### src/core/tmcc_pkg.sv
// Constants, register map and carrier types of the 16-bit timer control block
package tmcc_pkg;

  // ==========================================================================
  // Register byte offsets on the APB bus
  localparam logic [7:0] OFS_CTRL_A = 8'h00;  // timer_control_a
  localparam logic [7:0] OFS_CTRL_B = 8'h04;  // timer_control_b
  localparam logic [7:0] OFS_FORCE  = 8'h08;  // force_compare_strobe
  localparam logic [7:0] OFS_COUNT  = 8'h0c;  // counter_value
  localparam logic [7:0] OFS_CMP_A  = 8'h10;  // compare_value_a
  localparam logic [7:0] OFS_CMP_B  = 8'h14;  // compare_value_b
  localparam logic [7:0] OFS_CAPT   = 8'h18;  // capture_value_reg
  localparam logic [7:0] OFS_FLAGS  = 8'h1c;  // Event flags, write one to clear

  // ==========================================================================
  // Field positions
  localparam int CA_ACT_A_LSB = 6;  // output_action_sel, channel A
  localparam int CA_ACT_B_LSB = 4;  // output_action_sel, channel B
  localparam int CB_FILT_BIT  = 7;  // capture_filter_en
  localparam int CB_EDGE_BIT  = 6;  // capture_edge_sel
  localparam int CB_RSVD_BIT  = 5;  // Reserved, reads zero
  localparam int CB_WGMH_LSB  = 3;  // Upper mode bits
  localparam int FC_A_BIT     = 7;  // force_match_a
  localparam int FC_B_BIT     = 6;  // force_match_b
  localparam int FL_CAPT      = 5;  // capture_flag
  localparam int FL_CMP_B     = 2;  // Compare B match flag
  localparam int FL_CMP_A     = 1;  // Compare A match flag
  localparam int FL_OVF       = 0;  // overflow_flag

  // ==========================================================================
  // Reset values and fixed TOP values
  localparam logic [7:0]  CTRL_RST = 8'h00;
  localparam logic [15:0] CNT_MAX  = 16'hffff;
  localparam logic [15:0] TOP_8B   = 16'h00ff;
  localparam logic [15:0] TOP_9B   = 16'h01ff;
  localparam logic [15:0] TOP_10B  = 16'h03ff;
  localparam logic [3:0]  WGM_RSVD = 4'hd;

  // Clock source codes
  localparam logic [2:0] CS_STOP    = 3'h0;
  localparam logic [2:0] CS_DIV1    = 3'h1;
  localparam logic [2:0] CS_DIV8    = 3'h2;
  localparam logic [2:0] CS_DIV64   = 3'h3;
  localparam logic [2:0] CS_DIV256  = 3'h4;
  localparam logic [2:0] CS_DIV1024 = 3'h5;
  localparam logic [2:0] CS_EXT_FAL = 3'h6;
  localparam logic [2:0] CS_EXT_RIS = 3'h7;

  // Output action codes
  localparam logic [1:0] ACT_OFF = 2'h0;
  localparam logic [1:0] ACT_TGL = 2'h1;
  localparam logic [1:0] ACT_CLR = 2'h2;
  localparam logic [1:0] ACT_SET = 2'h3;

  // Counting sequence classes
  typedef enum logic [2:0] {
    K_NORMAL = 3'b000,
    K_CTC    = 3'b001,
    K_FAST   = 3'b011,
    K_PC     = 3'b010,
    K_PFC    = 3'b110
  } tmcc_kind_e;

  // APB request from the master
  typedef struct packed {
    logic        psel;
    logic        penable;
    logic        pwrite;
    logic [7:0]  paddr;
    logic [31:0] pwdata;
  } tmcc_apb_req_s;

  // APB answer to the master
  typedef struct packed {
    logic [31:0] prdata;
    logic        pready;
    logic        pslverr;
  } tmcc_apb_rsp_s;

  // Waveform outputs with their enables
  typedef struct packed {
    logic wave_out_a;
    logic wave_out_a_en;
    logic wave_out_b;
    logic wave_out_b_en;
  } tmcc_wave_s;

  // Whole block state
  typedef struct packed {
    logic [7:0]  ctrl_a;
    logic [7:0]  ctrl_b;
    logic [15:0] cnt;
    logic [15:0] cmp_a_buf;
    logic [15:0] cmp_a;
    logic [15:0] cmp_b_buf;
    logic [15:0] cmp_b;
    logic [15:0] capt;
    logic [5:0]  flags;
    logic        down;
    logic        wave_a;
    logic        wave_b;
    logic        ext_prev;
    logic [3:0]  cap_shift;
    logic        cap_filt;
    logic        cap_prev;
    logic [9:0]  psc;
    logic [31:0] prdata;
  } tmcc_state_s;

endpackage : tmcc_pkg

### src/core/tmcc_timer16_ctl.sv
// Mode decode, clock select, capture and forced-compare logic of a 16-bit timer
//
// Design decisions made here: the APB interface to the registers and the register addresses.
`timescale 1ns/1ps

module tmcc_timer16_ctl #(
  parameter int PSC_W = 10  // Prescaler width, must reach the largest divisor
) (
  // Clock and reset
  input  wire logic                   pclk,
  input  wire logic                   presetn,
  // APB slave
  input  wire tmcc_pkg::tmcc_apb_req_s apb_req,
  output      tmcc_pkg::tmcc_apb_rsp_s apb_rsp,
  // Pins from the partner
  input  wire logic                   capture_input_pin,
  input  wire logic                   external_count_pin,
  // Waveform outputs
  output      tmcc_pkg::tmcc_wave_s    wave
);

  // ==========================================================================
  // Elaboration check
  if (PSC_W != 10) begin : g_psc_chk
    $error("PSC_W must be 10 to match the divisor taps");
  end

  tmcc_pkg::tmcc_state_s s_r;    // Registered state
  tmcc_pkg::tmcc_state_s s_nxt;  // Next state

  // ==========================================================================
  // Functions

  // Class of counting sequence for a mode code
  function automatic tmcc_pkg::tmcc_kind_e kind_of(input logic [3:0] m);
    unique case (m)
      4'h0, 4'hd:                return tmcc_pkg::K_NORMAL;  // Reserved runs as normal
      4'h4, 4'hc:                return tmcc_pkg::K_CTC;
      4'h5, 4'h6, 4'h7, 4'he, 4'hf: return tmcc_pkg::K_FAST;
      4'h8, 4'h9:                return tmcc_pkg::K_PFC;
      default:                   return tmcc_pkg::K_PC;      // 1, 2, 3, 10, 11
    endcase
  endfunction : kind_of

  // TOP value for a mode code
  function automatic logic [15:0] top_of(input logic [3:0] m, input logic [15:0] a,
                                         input logic [15:0] c);
    unique case (m)
      4'h1, 4'h5:             return tmcc_pkg::TOP_8B;
      4'h2, 4'h6:             return tmcc_pkg::TOP_9B;
      4'h3, 4'h7:             return tmcc_pkg::TOP_10B;
      4'h4, 4'h9, 4'hb, 4'hf: return a;
      4'h8, 4'ha, 4'hc, 4'he: return c;
      default:                return tmcc_pkg::CNT_MAX;
    endcase
  endfunction : top_of

  // True when the capture register defines TOP
  function automatic logic capt_is_top(input logic [3:0] m);
    return (m == 4'h8) || (m == 4'ha) || (m == 4'hc) || (m == 4'he);
  endfunction : capt_is_top

  // Prescaler tap for a clock source code
  function automatic logic psc_tap(input logic [2:0] cs, input logic [9:0] p);
    unique case (cs)
      tmcc_pkg::CS_DIV1:    return 1'b1;
      tmcc_pkg::CS_DIV8:    return &p[2:0];
      tmcc_pkg::CS_DIV64:   return &p[5:0];
      tmcc_pkg::CS_DIV256:  return &p[7:0];
      tmcc_pkg::CS_DIV1024: return &p[9:0];
      default:              return 1'b0;
    endcase
  endfunction : psc_tap

  // New output level on a compare match
  function automatic logic on_match(input logic old, input logic [1:0] act,
                                    input tmcc_pkg::tmcc_kind_e k, input logic down,
                                    input logic chan_a, input logic [3:0] m);
    logic pwm;
    pwm = (k == tmcc_pkg::K_FAST) || (k == tmcc_pkg::K_PC) || (k == tmcc_pkg::K_PFC);
    unique case (act)
      tmcc_pkg::ACT_TGL: begin
        // PWM toggles only channel A in its A-as-TOP or capture-as-TOP modes
        if (!pwm || (chan_a && m[3] && (m != tmcc_pkg::WGM_RSVD))) return ~old;
        else return old;
      end
      tmcc_pkg::ACT_CLR: return (k != tmcc_pkg::K_FAST && pwm) ? down : 1'b0;
      tmcc_pkg::ACT_SET: return (k != tmcc_pkg::K_FAST && pwm) ? ~down : 1'b1;
      default:           return old;
    endcase
  endfunction : on_match

  // ==========================================================================
  // Decoded views of the control registers
  logic [3:0]           wgm;        // waveform_mode_sel
  logic [2:0]           cs;         // clock_source_sel
  logic [1:0]           act_a;      // output_action_sel for A
  logic [1:0]           act_b;      // output_action_sel for B
  tmcc_pkg::tmcc_kind_e kind;       // Sequence class
  logic [15:0]          top;        // Current TOP
  logic                 pwm_mode;   // Any PWM class
  logic                 tick;       // Timer clock enable
  logic                 cap_src;    // Capture input after optional filter
  logic                 cap_evt;    // Qualified pin capture
  logic                 ext_edge;   // Selected edge on the count pin
  logic                 wr_acc;     // APB write access phase
  logic                 unmapped;   // Address outside the map
  logic [5:0]           flag_set;   // Hardware flag sets
  logic [5:0]           flag_clr;   // Software flag clears
  logic [31:0]          rd_mux;     // Read data selected by address

  assign wgm      = {s_r.ctrl_b[tmcc_pkg::CB_WGMH_LSB +: 2], s_r.ctrl_a[1:0]};
  assign cs       = s_r.ctrl_b[2:0];
  assign act_a    = s_r.ctrl_a[tmcc_pkg::CA_ACT_A_LSB +: 2];
  assign act_b    = s_r.ctrl_a[tmcc_pkg::CA_ACT_B_LSB +: 2];
  assign kind     = kind_of(wgm);
  assign top      = top_of(wgm, s_r.cmp_a, s_r.capt);
  assign pwm_mode = (kind == tmcc_pkg::K_FAST) || (kind == tmcc_pkg::K_PC) ||
                    (kind == tmcc_pkg::K_PFC);

  // Count pin edges are taken straight from the pin, whatever drives it
  assign ext_edge = (cs == tmcc_pkg::CS_EXT_RIS) ? (external_count_pin & ~s_r.ext_prev) :
                    (s_r.ext_prev & ~external_count_pin);
  assign tick     = cs[2] & cs[1] ? ext_edge : psc_tap(cs, s_r.psc);

  // Filtered or raw capture input, then edge qualify
  assign cap_src  = s_r.ctrl_b[tmcc_pkg::CB_FILT_BIT] ? s_r.cap_filt : capture_input_pin;
  assign cap_evt  = !capt_is_top(wgm) &&
                    (s_r.ctrl_b[tmcc_pkg::CB_EDGE_BIT] ? (cap_src & ~s_r.cap_prev) :
                                                         (~cap_src & s_r.cap_prev));

  // APB decode; every access completes without wait states
  assign wr_acc   = apb_req.psel & apb_req.penable & apb_req.pwrite;
  assign unmapped = (apb_req.paddr[1:0] != 2'h0) || (apb_req.paddr[7:5] != 3'h0);
  assign apb_rsp.pready  = 1'b1;
  assign apb_rsp.pslverr = apb_req.psel & apb_req.penable & unmapped;
  assign apb_rsp.prdata  = s_r.prdata;

  // Outputs: the action code of zero disconnects the pin
  assign wave.wave_out_a    = s_r.wave_a;
  assign wave.wave_out_b    = s_r.wave_b;
  assign wave.wave_out_a_en = (act_a != tmcc_pkg::ACT_OFF);
  assign wave.wave_out_b_en = (act_b != tmcc_pkg::ACT_OFF);

  // ==========================================================================
  // Read multiplexer
  always_comb begin
    rd_mux = 32'h0000_0000;
    unique case (apb_req.paddr)
      tmcc_pkg::OFS_CTRL_A: rd_mux[7:0]  = {s_r.ctrl_a[7:4], 2'h0, s_r.ctrl_a[1:0]};
      tmcc_pkg::OFS_CTRL_B: rd_mux[7:0]  = s_r.ctrl_b;  // Bit 5 is held at zero
      tmcc_pkg::OFS_FORCE:  rd_mux[7:0]  = 8'h00;
      tmcc_pkg::OFS_COUNT:  rd_mux[15:0] = s_r.cnt;
      tmcc_pkg::OFS_CMP_A:  rd_mux[15:0] = s_r.cmp_a_buf;
      tmcc_pkg::OFS_CMP_B:  rd_mux[15:0] = s_r.cmp_b_buf;
      tmcc_pkg::OFS_CAPT:   rd_mux[15:0] = s_r.capt;
      tmcc_pkg::OFS_FLAGS:  rd_mux[5:0]  = s_r.flags;
      default:              rd_mux       = 32'h0000_0000;
    endcase
  end

  // ==========================================================================
  // Next-state logic
  always_comb begin
    logic at_top;
    logic hit_a;
    logic hit_b;
    s_nxt    = s_r;
    flag_set = 6'h00;
    flag_clr = 6'h00;
    at_top   = (s_r.cnt >= top);
    hit_a    = tick && (s_r.cnt == s_r.cmp_a);
    hit_b    = tick && (s_r.cnt == s_r.cmp_b);

    // Free-running prescaler and pin history
    s_nxt.psc      = s_r.psc + 10'h001;
    s_nxt.ext_prev = external_count_pin;
    s_nxt.cap_prev = cap_src;

    // Four equal samples move the filtered level
    s_nxt.cap_shift = {s_r.cap_shift[2:0], capture_input_pin};
    if (s_r.cap_shift == 4'hf) begin
      s_nxt.cap_filt = 1'b1;
    end else if (s_r.cap_shift == 4'h0) begin
      s_nxt.cap_filt = 1'b0;
    end

    // Immediate modes use the written compare values directly
    if (kind == tmcc_pkg::K_NORMAL || kind == tmcc_pkg::K_CTC) begin
      s_nxt.cmp_a = s_r.cmp_a_buf;
      s_nxt.cmp_b = s_r.cmp_b_buf;
    end

    // Compare matches on the timer clock
    if (hit_a) begin
      flag_set[tmcc_pkg::FL_CMP_A] = 1'b1;
      s_nxt.wave_a = on_match(s_r.wave_a, act_a, kind, s_r.down, 1'b1, wgm);
    end
    if (hit_b) begin
      flag_set[tmcc_pkg::FL_CMP_B] = 1'b1;
      s_nxt.wave_b = on_match(s_r.wave_b, act_b, kind, s_r.down, 1'b0, wgm);
    end

    // Counting sequence
    if (tick) begin
      unique case (kind)
        tmcc_pkg::K_NORMAL: begin
          s_nxt.cnt = s_r.cnt + 16'h0001;
          if (s_r.cnt == tmcc_pkg::CNT_MAX) flag_set[tmcc_pkg::FL_OVF] = 1'b1;
        end
        tmcc_pkg::K_CTC: begin
          s_nxt.cnt = at_top ? 16'h0000 : s_r.cnt + 16'h0001;
          if (s_r.cnt == tmcc_pkg::CNT_MAX) flag_set[tmcc_pkg::FL_OVF] = 1'b1;
        end
        tmcc_pkg::K_FAST: begin
          if (at_top) begin
            s_nxt.cnt = 16'h0000;
            s_nxt.cmp_a = s_r.cmp_a_buf;
            s_nxt.cmp_b = s_r.cmp_b_buf;
            flag_set[tmcc_pkg::FL_OVF] = 1'b1;
            // Non-inverting set, inverting clear at TOP
            if (act_a[1]) s_nxt.wave_a = ~act_a[0];
            if (act_b[1]) s_nxt.wave_b = ~act_b[0];
          end else begin
            s_nxt.cnt = s_r.cnt + 16'h0001;
          end
        end
        default: begin  // Phase correct and phase/frequency correct
          if (!s_r.down) begin
            if (at_top) begin
              s_nxt.down = 1'b1;
              s_nxt.cnt  = s_r.cnt - 16'h0001;
              if (kind == tmcc_pkg::K_PC) begin
                s_nxt.cmp_a = s_r.cmp_a_buf;
                s_nxt.cmp_b = s_r.cmp_b_buf;
              end
            end else begin
              s_nxt.cnt = s_r.cnt + 16'h0001;
            end
          end else if (s_r.cnt == 16'h0000) begin
            s_nxt.down = 1'b0;
            s_nxt.cnt  = 16'h0001;
            flag_set[tmcc_pkg::FL_OVF] = 1'b1;
            if (kind == tmcc_pkg::K_PFC) begin
              s_nxt.cmp_a = s_r.cmp_a_buf;
              s_nxt.cmp_b = s_r.cmp_b_buf;
            end
          end else begin
            s_nxt.cnt = s_r.cnt - 16'h0001;
          end
        end
      endcase
      // Capture register as TOP marks the turn with the capture flag
      if (capt_is_top(wgm) && (s_r.cnt == top)) flag_set[tmcc_pkg::FL_CAPT] = 1'b1;
    end
    if (!pwm_mode) s_nxt.down = 1'b0;

    // Pin capture
    if (cap_evt) begin
      s_nxt.capt = s_r.cnt;
      flag_set[tmcc_pkg::FL_CAPT] = 1'b1;
    end

    // Register writes; a counter write overrides the count
    if (wr_acc) begin
      unique case (apb_req.paddr)
        tmcc_pkg::OFS_CTRL_A: s_nxt.ctrl_a = {apb_req.pwdata[7:4], 2'h0, apb_req.pwdata[1:0]};
        tmcc_pkg::OFS_CTRL_B: begin
          s_nxt.ctrl_b = apb_req.pwdata[7:0];
          s_nxt.ctrl_b[tmcc_pkg::CB_RSVD_BIT] = 1'b0;
        end
        tmcc_pkg::OFS_FORCE: begin
          // Strobes in non-PWM modes only; no flag and no counter clear
          if (!pwm_mode && apb_req.pwdata[tmcc_pkg::FC_A_BIT]) begin
            s_nxt.wave_a = on_match(s_r.wave_a, act_a, kind, 1'b0, 1'b1, wgm);
          end
          if (!pwm_mode && apb_req.pwdata[tmcc_pkg::FC_B_BIT]) begin
            s_nxt.wave_b = on_match(s_r.wave_b, act_b, kind, 1'b0, 1'b0, wgm);
          end
        end
        tmcc_pkg::OFS_COUNT: s_nxt.cnt       = apb_req.pwdata[15:0];
        tmcc_pkg::OFS_CMP_A: s_nxt.cmp_a_buf = apb_req.pwdata[15:0];
        tmcc_pkg::OFS_CMP_B: s_nxt.cmp_b_buf = apb_req.pwdata[15:0];
        tmcc_pkg::OFS_CAPT:  s_nxt.capt      = apb_req.pwdata[15:0];
        tmcc_pkg::OFS_FLAGS: flag_clr        = apb_req.pwdata[5:0];
        default: ;
      endcase
    end

    // A set in the clearing cycle wins
    s_nxt.flags = ((s_r.flags & ~flag_clr) | flag_set) & 6'h27;

    // Read data is captured in the setup cycle
    if (apb_req.psel && !apb_req.penable && !apb_req.pwrite) begin
      s_nxt.prdata = rd_mux;
    end
  end

  // ==========================================================================
  // State register
  always_ff @(posedge pclk or negedge presetn) begin
    if (!presetn) begin
      s_r <= '0;
    end else begin
      s_r <= s_nxt;
    end
  end
endmodule : tmcc_timer16_ctl

### config.mk
export PLATFORM = sky130hd
export DESIGN_NAME = tmcc_timer16_ctl
export DESIGN_NICKNAME = d
export VERILOG_FILES = /design/src/core/tmcc_pkg.sv /design/src/core/tmcc_timer16_ctl.sv
export SDC_FILE = /design/constraint.sdc
export NUM_CORES = 1
export LEC_CHECK = 0
export ABC_CLOCK_PERIOD_IN_PS = 3630
export BUFFER_PORTS_ARGS = -buffer_cell sky130_fd_sc_hd__buf_2
export CORE_MARGIN = 8
export CORE_UTILIZATION = 55
export CTS_CLUSTER_DIAMETER = 120
export DETAILED_ROUTE_END_ITERATION = 10
export PLACE_DENSITY = 0.79
export SYNTH_ARGS = -nofsm -noshare
export SYNTH_HDL_FRONTEND = slang
export SYNTH_SLANG_ARGS = --single-unit
### constraint.sdc
create_clock -name pclk -period 3.63 [get_ports pclk]
set_input_delay 0.363 -clock pclk [delete_from_list [all_inputs] [get_ports pclk]]
set_output_delay 0.363 -clock pclk [all_outputs]
set_load 0.02 [all_outputs]
-- After elaboration in Yosys (flattened, before gate mapping)
Memory sizes are Yosys's and may differ from the RTL's.
Cells that the tools add are included.
- mux-type cells: 77
- order comparisons: 1
- equal/unequal tests: 48
- add/sub/neg operators: 3
- bitwise gates (word level): 20
- reduce and logical (&&, ||, !) cells: 48
- operator list (kind ; count):
    $mux W16 ; 26
    $pmux W16 S2 ; 3
    $pmux W16 S5 ; 1
    $eq A16 B16 Y1 ; 3
    $pmux W6 S7 ; 1
    $eq A4 B4 Y1 const B ; 8
    $eq A8 B5 Y1 const B ; 4
    $mux W32 ; 1
    $pmux W8 S4 ; 1
    $mux W1 ; 30
    $add A16 B1 Y16 const B ; 1
    $eq A16 B16 Y1 const B ; 1
    $eq A4 B3 Y1 const B ; 4
    $eq A8 B4 Y1 const B ; 2
    $ge A16 B16 Y1 ; 1
    $logic_not A16 Y1 ; 1
    $sub A16 B1 Y16 const B ; 1
    $eq A3 B2 Y1 const B ; 4
    $eq A3 B3 Y1 const B ; 4
    $mux W6 ; 2
    $pmux W1 S3 ; 4
    $pmux W2 S6 ; 1
    $add A10 B1 Y10 const B ; 1
    $logic_and A1 B1 Y1 ; 10
    36 further kinds ; 82
- input port bits: 47
- ROM bits: 48
- register bits: 149
- memories kept: 1
- output and inout bits: 38
- memories (memory ; words ; width ; rd ports ; clocked after Yosys merged registers in ; wr ports ; RTL line ; source):
    (name not given) ; 16 ; 3 ; 1 ; 0 ; 0 ; tmcc_timer16_ctl.sv:36 ; unique case (m)

-- Longest topological paths before layout
An unclocked memory read counts as a cell.
- depth in word-level cells: 16
- mapped depth: 17

-- Worst setup path before layout
No wires, ideal clock.
- path type: reg2reg
- from: register s_r[157] (netlist bit)
- to: register s_r[106] (netlist bit)
- setup time: 0.125 ns
- arrival time: 3.510 ns
- setup slack: -0.005 ns
- stages on the path, launching flop included: 16
- path through: dfrtp_1 -> buf_1 -> inv_2 -> o21ai_1 -> o21ai_0 -> a21oi_1 -> a21oi_1 -> ha_1 -> nand4_1 -> nor3_1 -> a21oi_4 -> nand2_1 -> a21oi_1 -> o31ai_4 -> buf_6 -> mux2_2
- RTL lines (element ; RTL line ; source):
    from (decl) ; tmcc_timer16_ctl.sv:28 ; tmcc_pkg::tmcc_state_s s_r;
    from (signal assigned) ; tmcc_timer16_ctl.sv:305 ; s_r <= s_nxt;

==> out/results.tsv <==
metric	value	unit
status	finished clean	
power.share.sequential	43.8	%
core	16500	um2
grt_max_degree	82	
setup-tns-final	0	ps
synth_area_leaders	dfrtp_1 40%, mux2_2 8.9%, a21oi_1 3.6%, ha_1 3.5%, xor2_1 3.5%	
critPathLaunchType	flip-flop	
detail_route.first_pass.iterations	8	
drive_gt1_share	23.5	%
tightestPinTransition	1160	ps
netlist-cell-type-count	79	
maximum_clock_frequency	291	MHz
grt_pass1_vias	7603	
ctsHtreeMaxLevel	4	
cts_tree	yes	
ys_ff_latch	149	
synthToLayoutAreaGrowth	12.0	%
final_common_cell	dfrtp_1	
post_synth_inst_count	946	
number_of_flops_mapped_to_enable_cells_by_yosys	0	
drtIter0Drc	1038	
timing.max_cap.violations	0	
finalMaxSlewViolations	0	
route.met3.wl	2300	um
route.detailed.vias_per_inst	6.40	
cts_inserted_buffers	17	
routed_len_inst	21.9	um
post_synth_instance_area	9250	um2
filler_cell_count	1342	
global_route.overflow_total	0	
fin_crit	3440	ps
global_placement_routability_congestion	0.956	
synth_flop_cell	dfrtp_1	
max_fanout_on_critical_path	9	
die_width	146	um
fin_worst_hold_slack	53.6	ps
timing.final.hold_violations	0	
wl_met2	12400	um
highest-signal-layer	met4	
drt_wl_total	26700	um
worstSkewPairLatency	430	ps
grt_setup_unrepaired	no	
via_count	7805	
synth.avg_cell_area	9.78	um2
route.antenna.remaining_nets	0	
design.die.area	21200	um2
critPathMostFrequentCell	buf_4	
p_comb_share	9.8	%
place_hpwl	18600	um
max_stage_delay	490	ps
finalWorstSetupSlack	189	ps
finish.utilization	62.7	%
yosysWarnings	0	
final.period_utilization	94.8	%
cts.clk_slew.worst_paths	60	ps
row_count	47	
io_buffers	51	
timing.critical_path.cells	nor2_1 > nand2_1 > o21ai_0 > ha_1 > and3_1 > a221o_1 > a21oi_4 > buf_4 > a32oi_2 > buf_4 > or3_1 > a21oi_1 > o22a_1	
sw_frac_of_total	26.4	%
maximum_vdd_ir_drop	0.000336	V
pleak	4.86	nW
antenna_violations_before_repair	1	
die_h	146	um
postLayoutCellArea	10400	um2
p_per_area	395	nW/um2
synth-async-reset-ratio	100	%
dp_worst_setup_slack	68.7	ps
drc	0	
yosys.area.top_type_share	40.3	%
arrival	3820	ps
synth-seq-area-share	40.3	%
initial_utilization	56.0	%
grt_pass1_wl	42500	um
postPlaceCellArea	9690	um2
path_class	reg -> reg	
switching_power	1.08	mW
clock_power_share	46.5	%
max-slew-margin-rel	22.7	%
fin_worst_skew	8.95	ps
clock_path_buffers	2	
critPathTopFamily	compound AO/OA/AOI/OAI gates	
cp.required	4000	ps
setup_violations	0	
nNetsFinal	1059	
crit_buf_inv	2	
layout_common_cells	148 x dfrtp_1, 84 x nand2_1, 73 x mux2_2, 66 x a21oi_1, 62 x nor2_1	
internal_power	3.01	mW
critical_path.endpoint_type	flip-flop	
met1Wirelength	11100	um
track_usage	25.1	%
synthDominantAreaCellType	dfrtp_1	
tritoncts_num_sinks	149	
root_buffer	clkbuf_16	
io_pins	85	
worst_hold_path_type	in -> reg	
slowest_stage	dfrtp_1	
## cells by family after synthesis
| group | count (synthesis) | synth area share [%] |
|---|---|---|
| buffers and inverters | 107 | 6.48 |
| adders and majority gates | 26 | 3.52 |
| xor gates and xnor gates | 47 | 4.45 |
| muxes | 107 | 13.1 |
| DFF | 149 | 40.3 |
| AOI/OAI and AO/OA | 229 | 16.6 |
| other | 2 | 0.0812 |
| and+or+nand+nor | 279 | 15.4 |
## per-layer routing
metal	global-route usage [%]	up-vias
met5	0	-
met4	10.3	0
met3	6.28	85
met2	39.1	429
met1	32.9	3789
li1	-	3502
## power groups by stage
stage	Clock, mW	Sequential (mW)	Combinational, mW
2_1_floorplan	0	1.77	0.291
3_3_place_gp	0	1.81	0.380
3_5_place_dp	0	1.81	0.388
4_1_cts	1.91	1.79	0.393
5_1_grt	1.97	1.80	0.438
6_report	1.90	1.79	0.400
## flip-flops by register name (all words and copies together) (netlist names)
register,flops
act_a,2
act_b,2
apb_rsp,16
cs,3
s_nxt,3
s_r,121
wave,2
## synthesized netlist by cell type, types with 6 or more instances
cell and count:
o21ai_0 44, dfrtp_1 149, nor2b_1 7, nand4_1 11, nor3_1 17, a22oi_1 8, nor2_1 62, and3_1 10
buf_4 37, mux2_4 10, buf_2 11, a222oi_1 12, a221oi_1 7, a21oi_1 66, buf_1 7, and2_1 7
a21o_1 9, nand2_1 84, mux2i_1 24, o311ai_0 6, clkbuf_1 31, nor4_1 13, or3_1 13, nand3_1 19
a31oi_1 10, ha_1 26, mux2_2 73, nand2b_1 6, buf_6 6, a22o_1 15, inv_1 14, xor2_1 37
o22ai_1 10, xnor2_1 10
## area by class of cell
| cell class | count | area [um2] | share of cell area, % |
|---|---|---|---|
| antenna | 1 | 2.50 | 0.0241 |
| clock buffer | 20 | 467 | 4.50 |
| clock inverter | 12 | 168 | 1.62 |
| inverter | 15 | 56.3 | 0.543 |
| multi-input combinational | 705 | 5010 | 48.4 |
| sequential | 149 | 3730 | 36.0 |
| tap | 220 | 275 | 2.66 |
| timing repair buffer | 98 | 654 | 6.31 |
## worst paths after layout
path | start | endpoint | slack, ps | cells after the start
worst min register to register | s_nxt[46]$_DFF_PN0_ | s_nxt[47]$_DFF_PN0_ | 390 | 0
worst max register to register | s_r[158]$_DFFE_PN0P_ | s_r[140]$_DFF_PN0_ | 190 | 13
worst max-delay path | s_r[158]$_DFFE_PN0P_ | s_r[140]$_DFF_PN0_ | 190 | 13
min in group asynchronous | presetn | act_a[1]$_DFFE_PN0P_ | 500 | 2
max in group asynchronous | presetn | s_r[162]$_DFFE_PN0P_ | 2240 | 3
worst min-delay path | capture_input_pin | s_nxt[45]$_DFF_PN0_ | 50 | 1
## timing repair
item | CTS | global route
resized for setup | 0 | 6
hold endpoints to repair | 68 | 0
setup endpoints to repair | 0 | 36
hold buffers | 1 | 0
buffers inserted | 0 | 0
## through the flow
step / power [mW] / std cells
2_1_floorplan: 2.06 / 961
3_3_place_gp: 2.19 / 1186
3_5_place_dp: 2.20 / 1186
4_1_cts: 4.09 / 1219
5_1_grt: 4.21 / 1220
6_report: 4.10 / 1220
(Power assumes the default switching activity.)
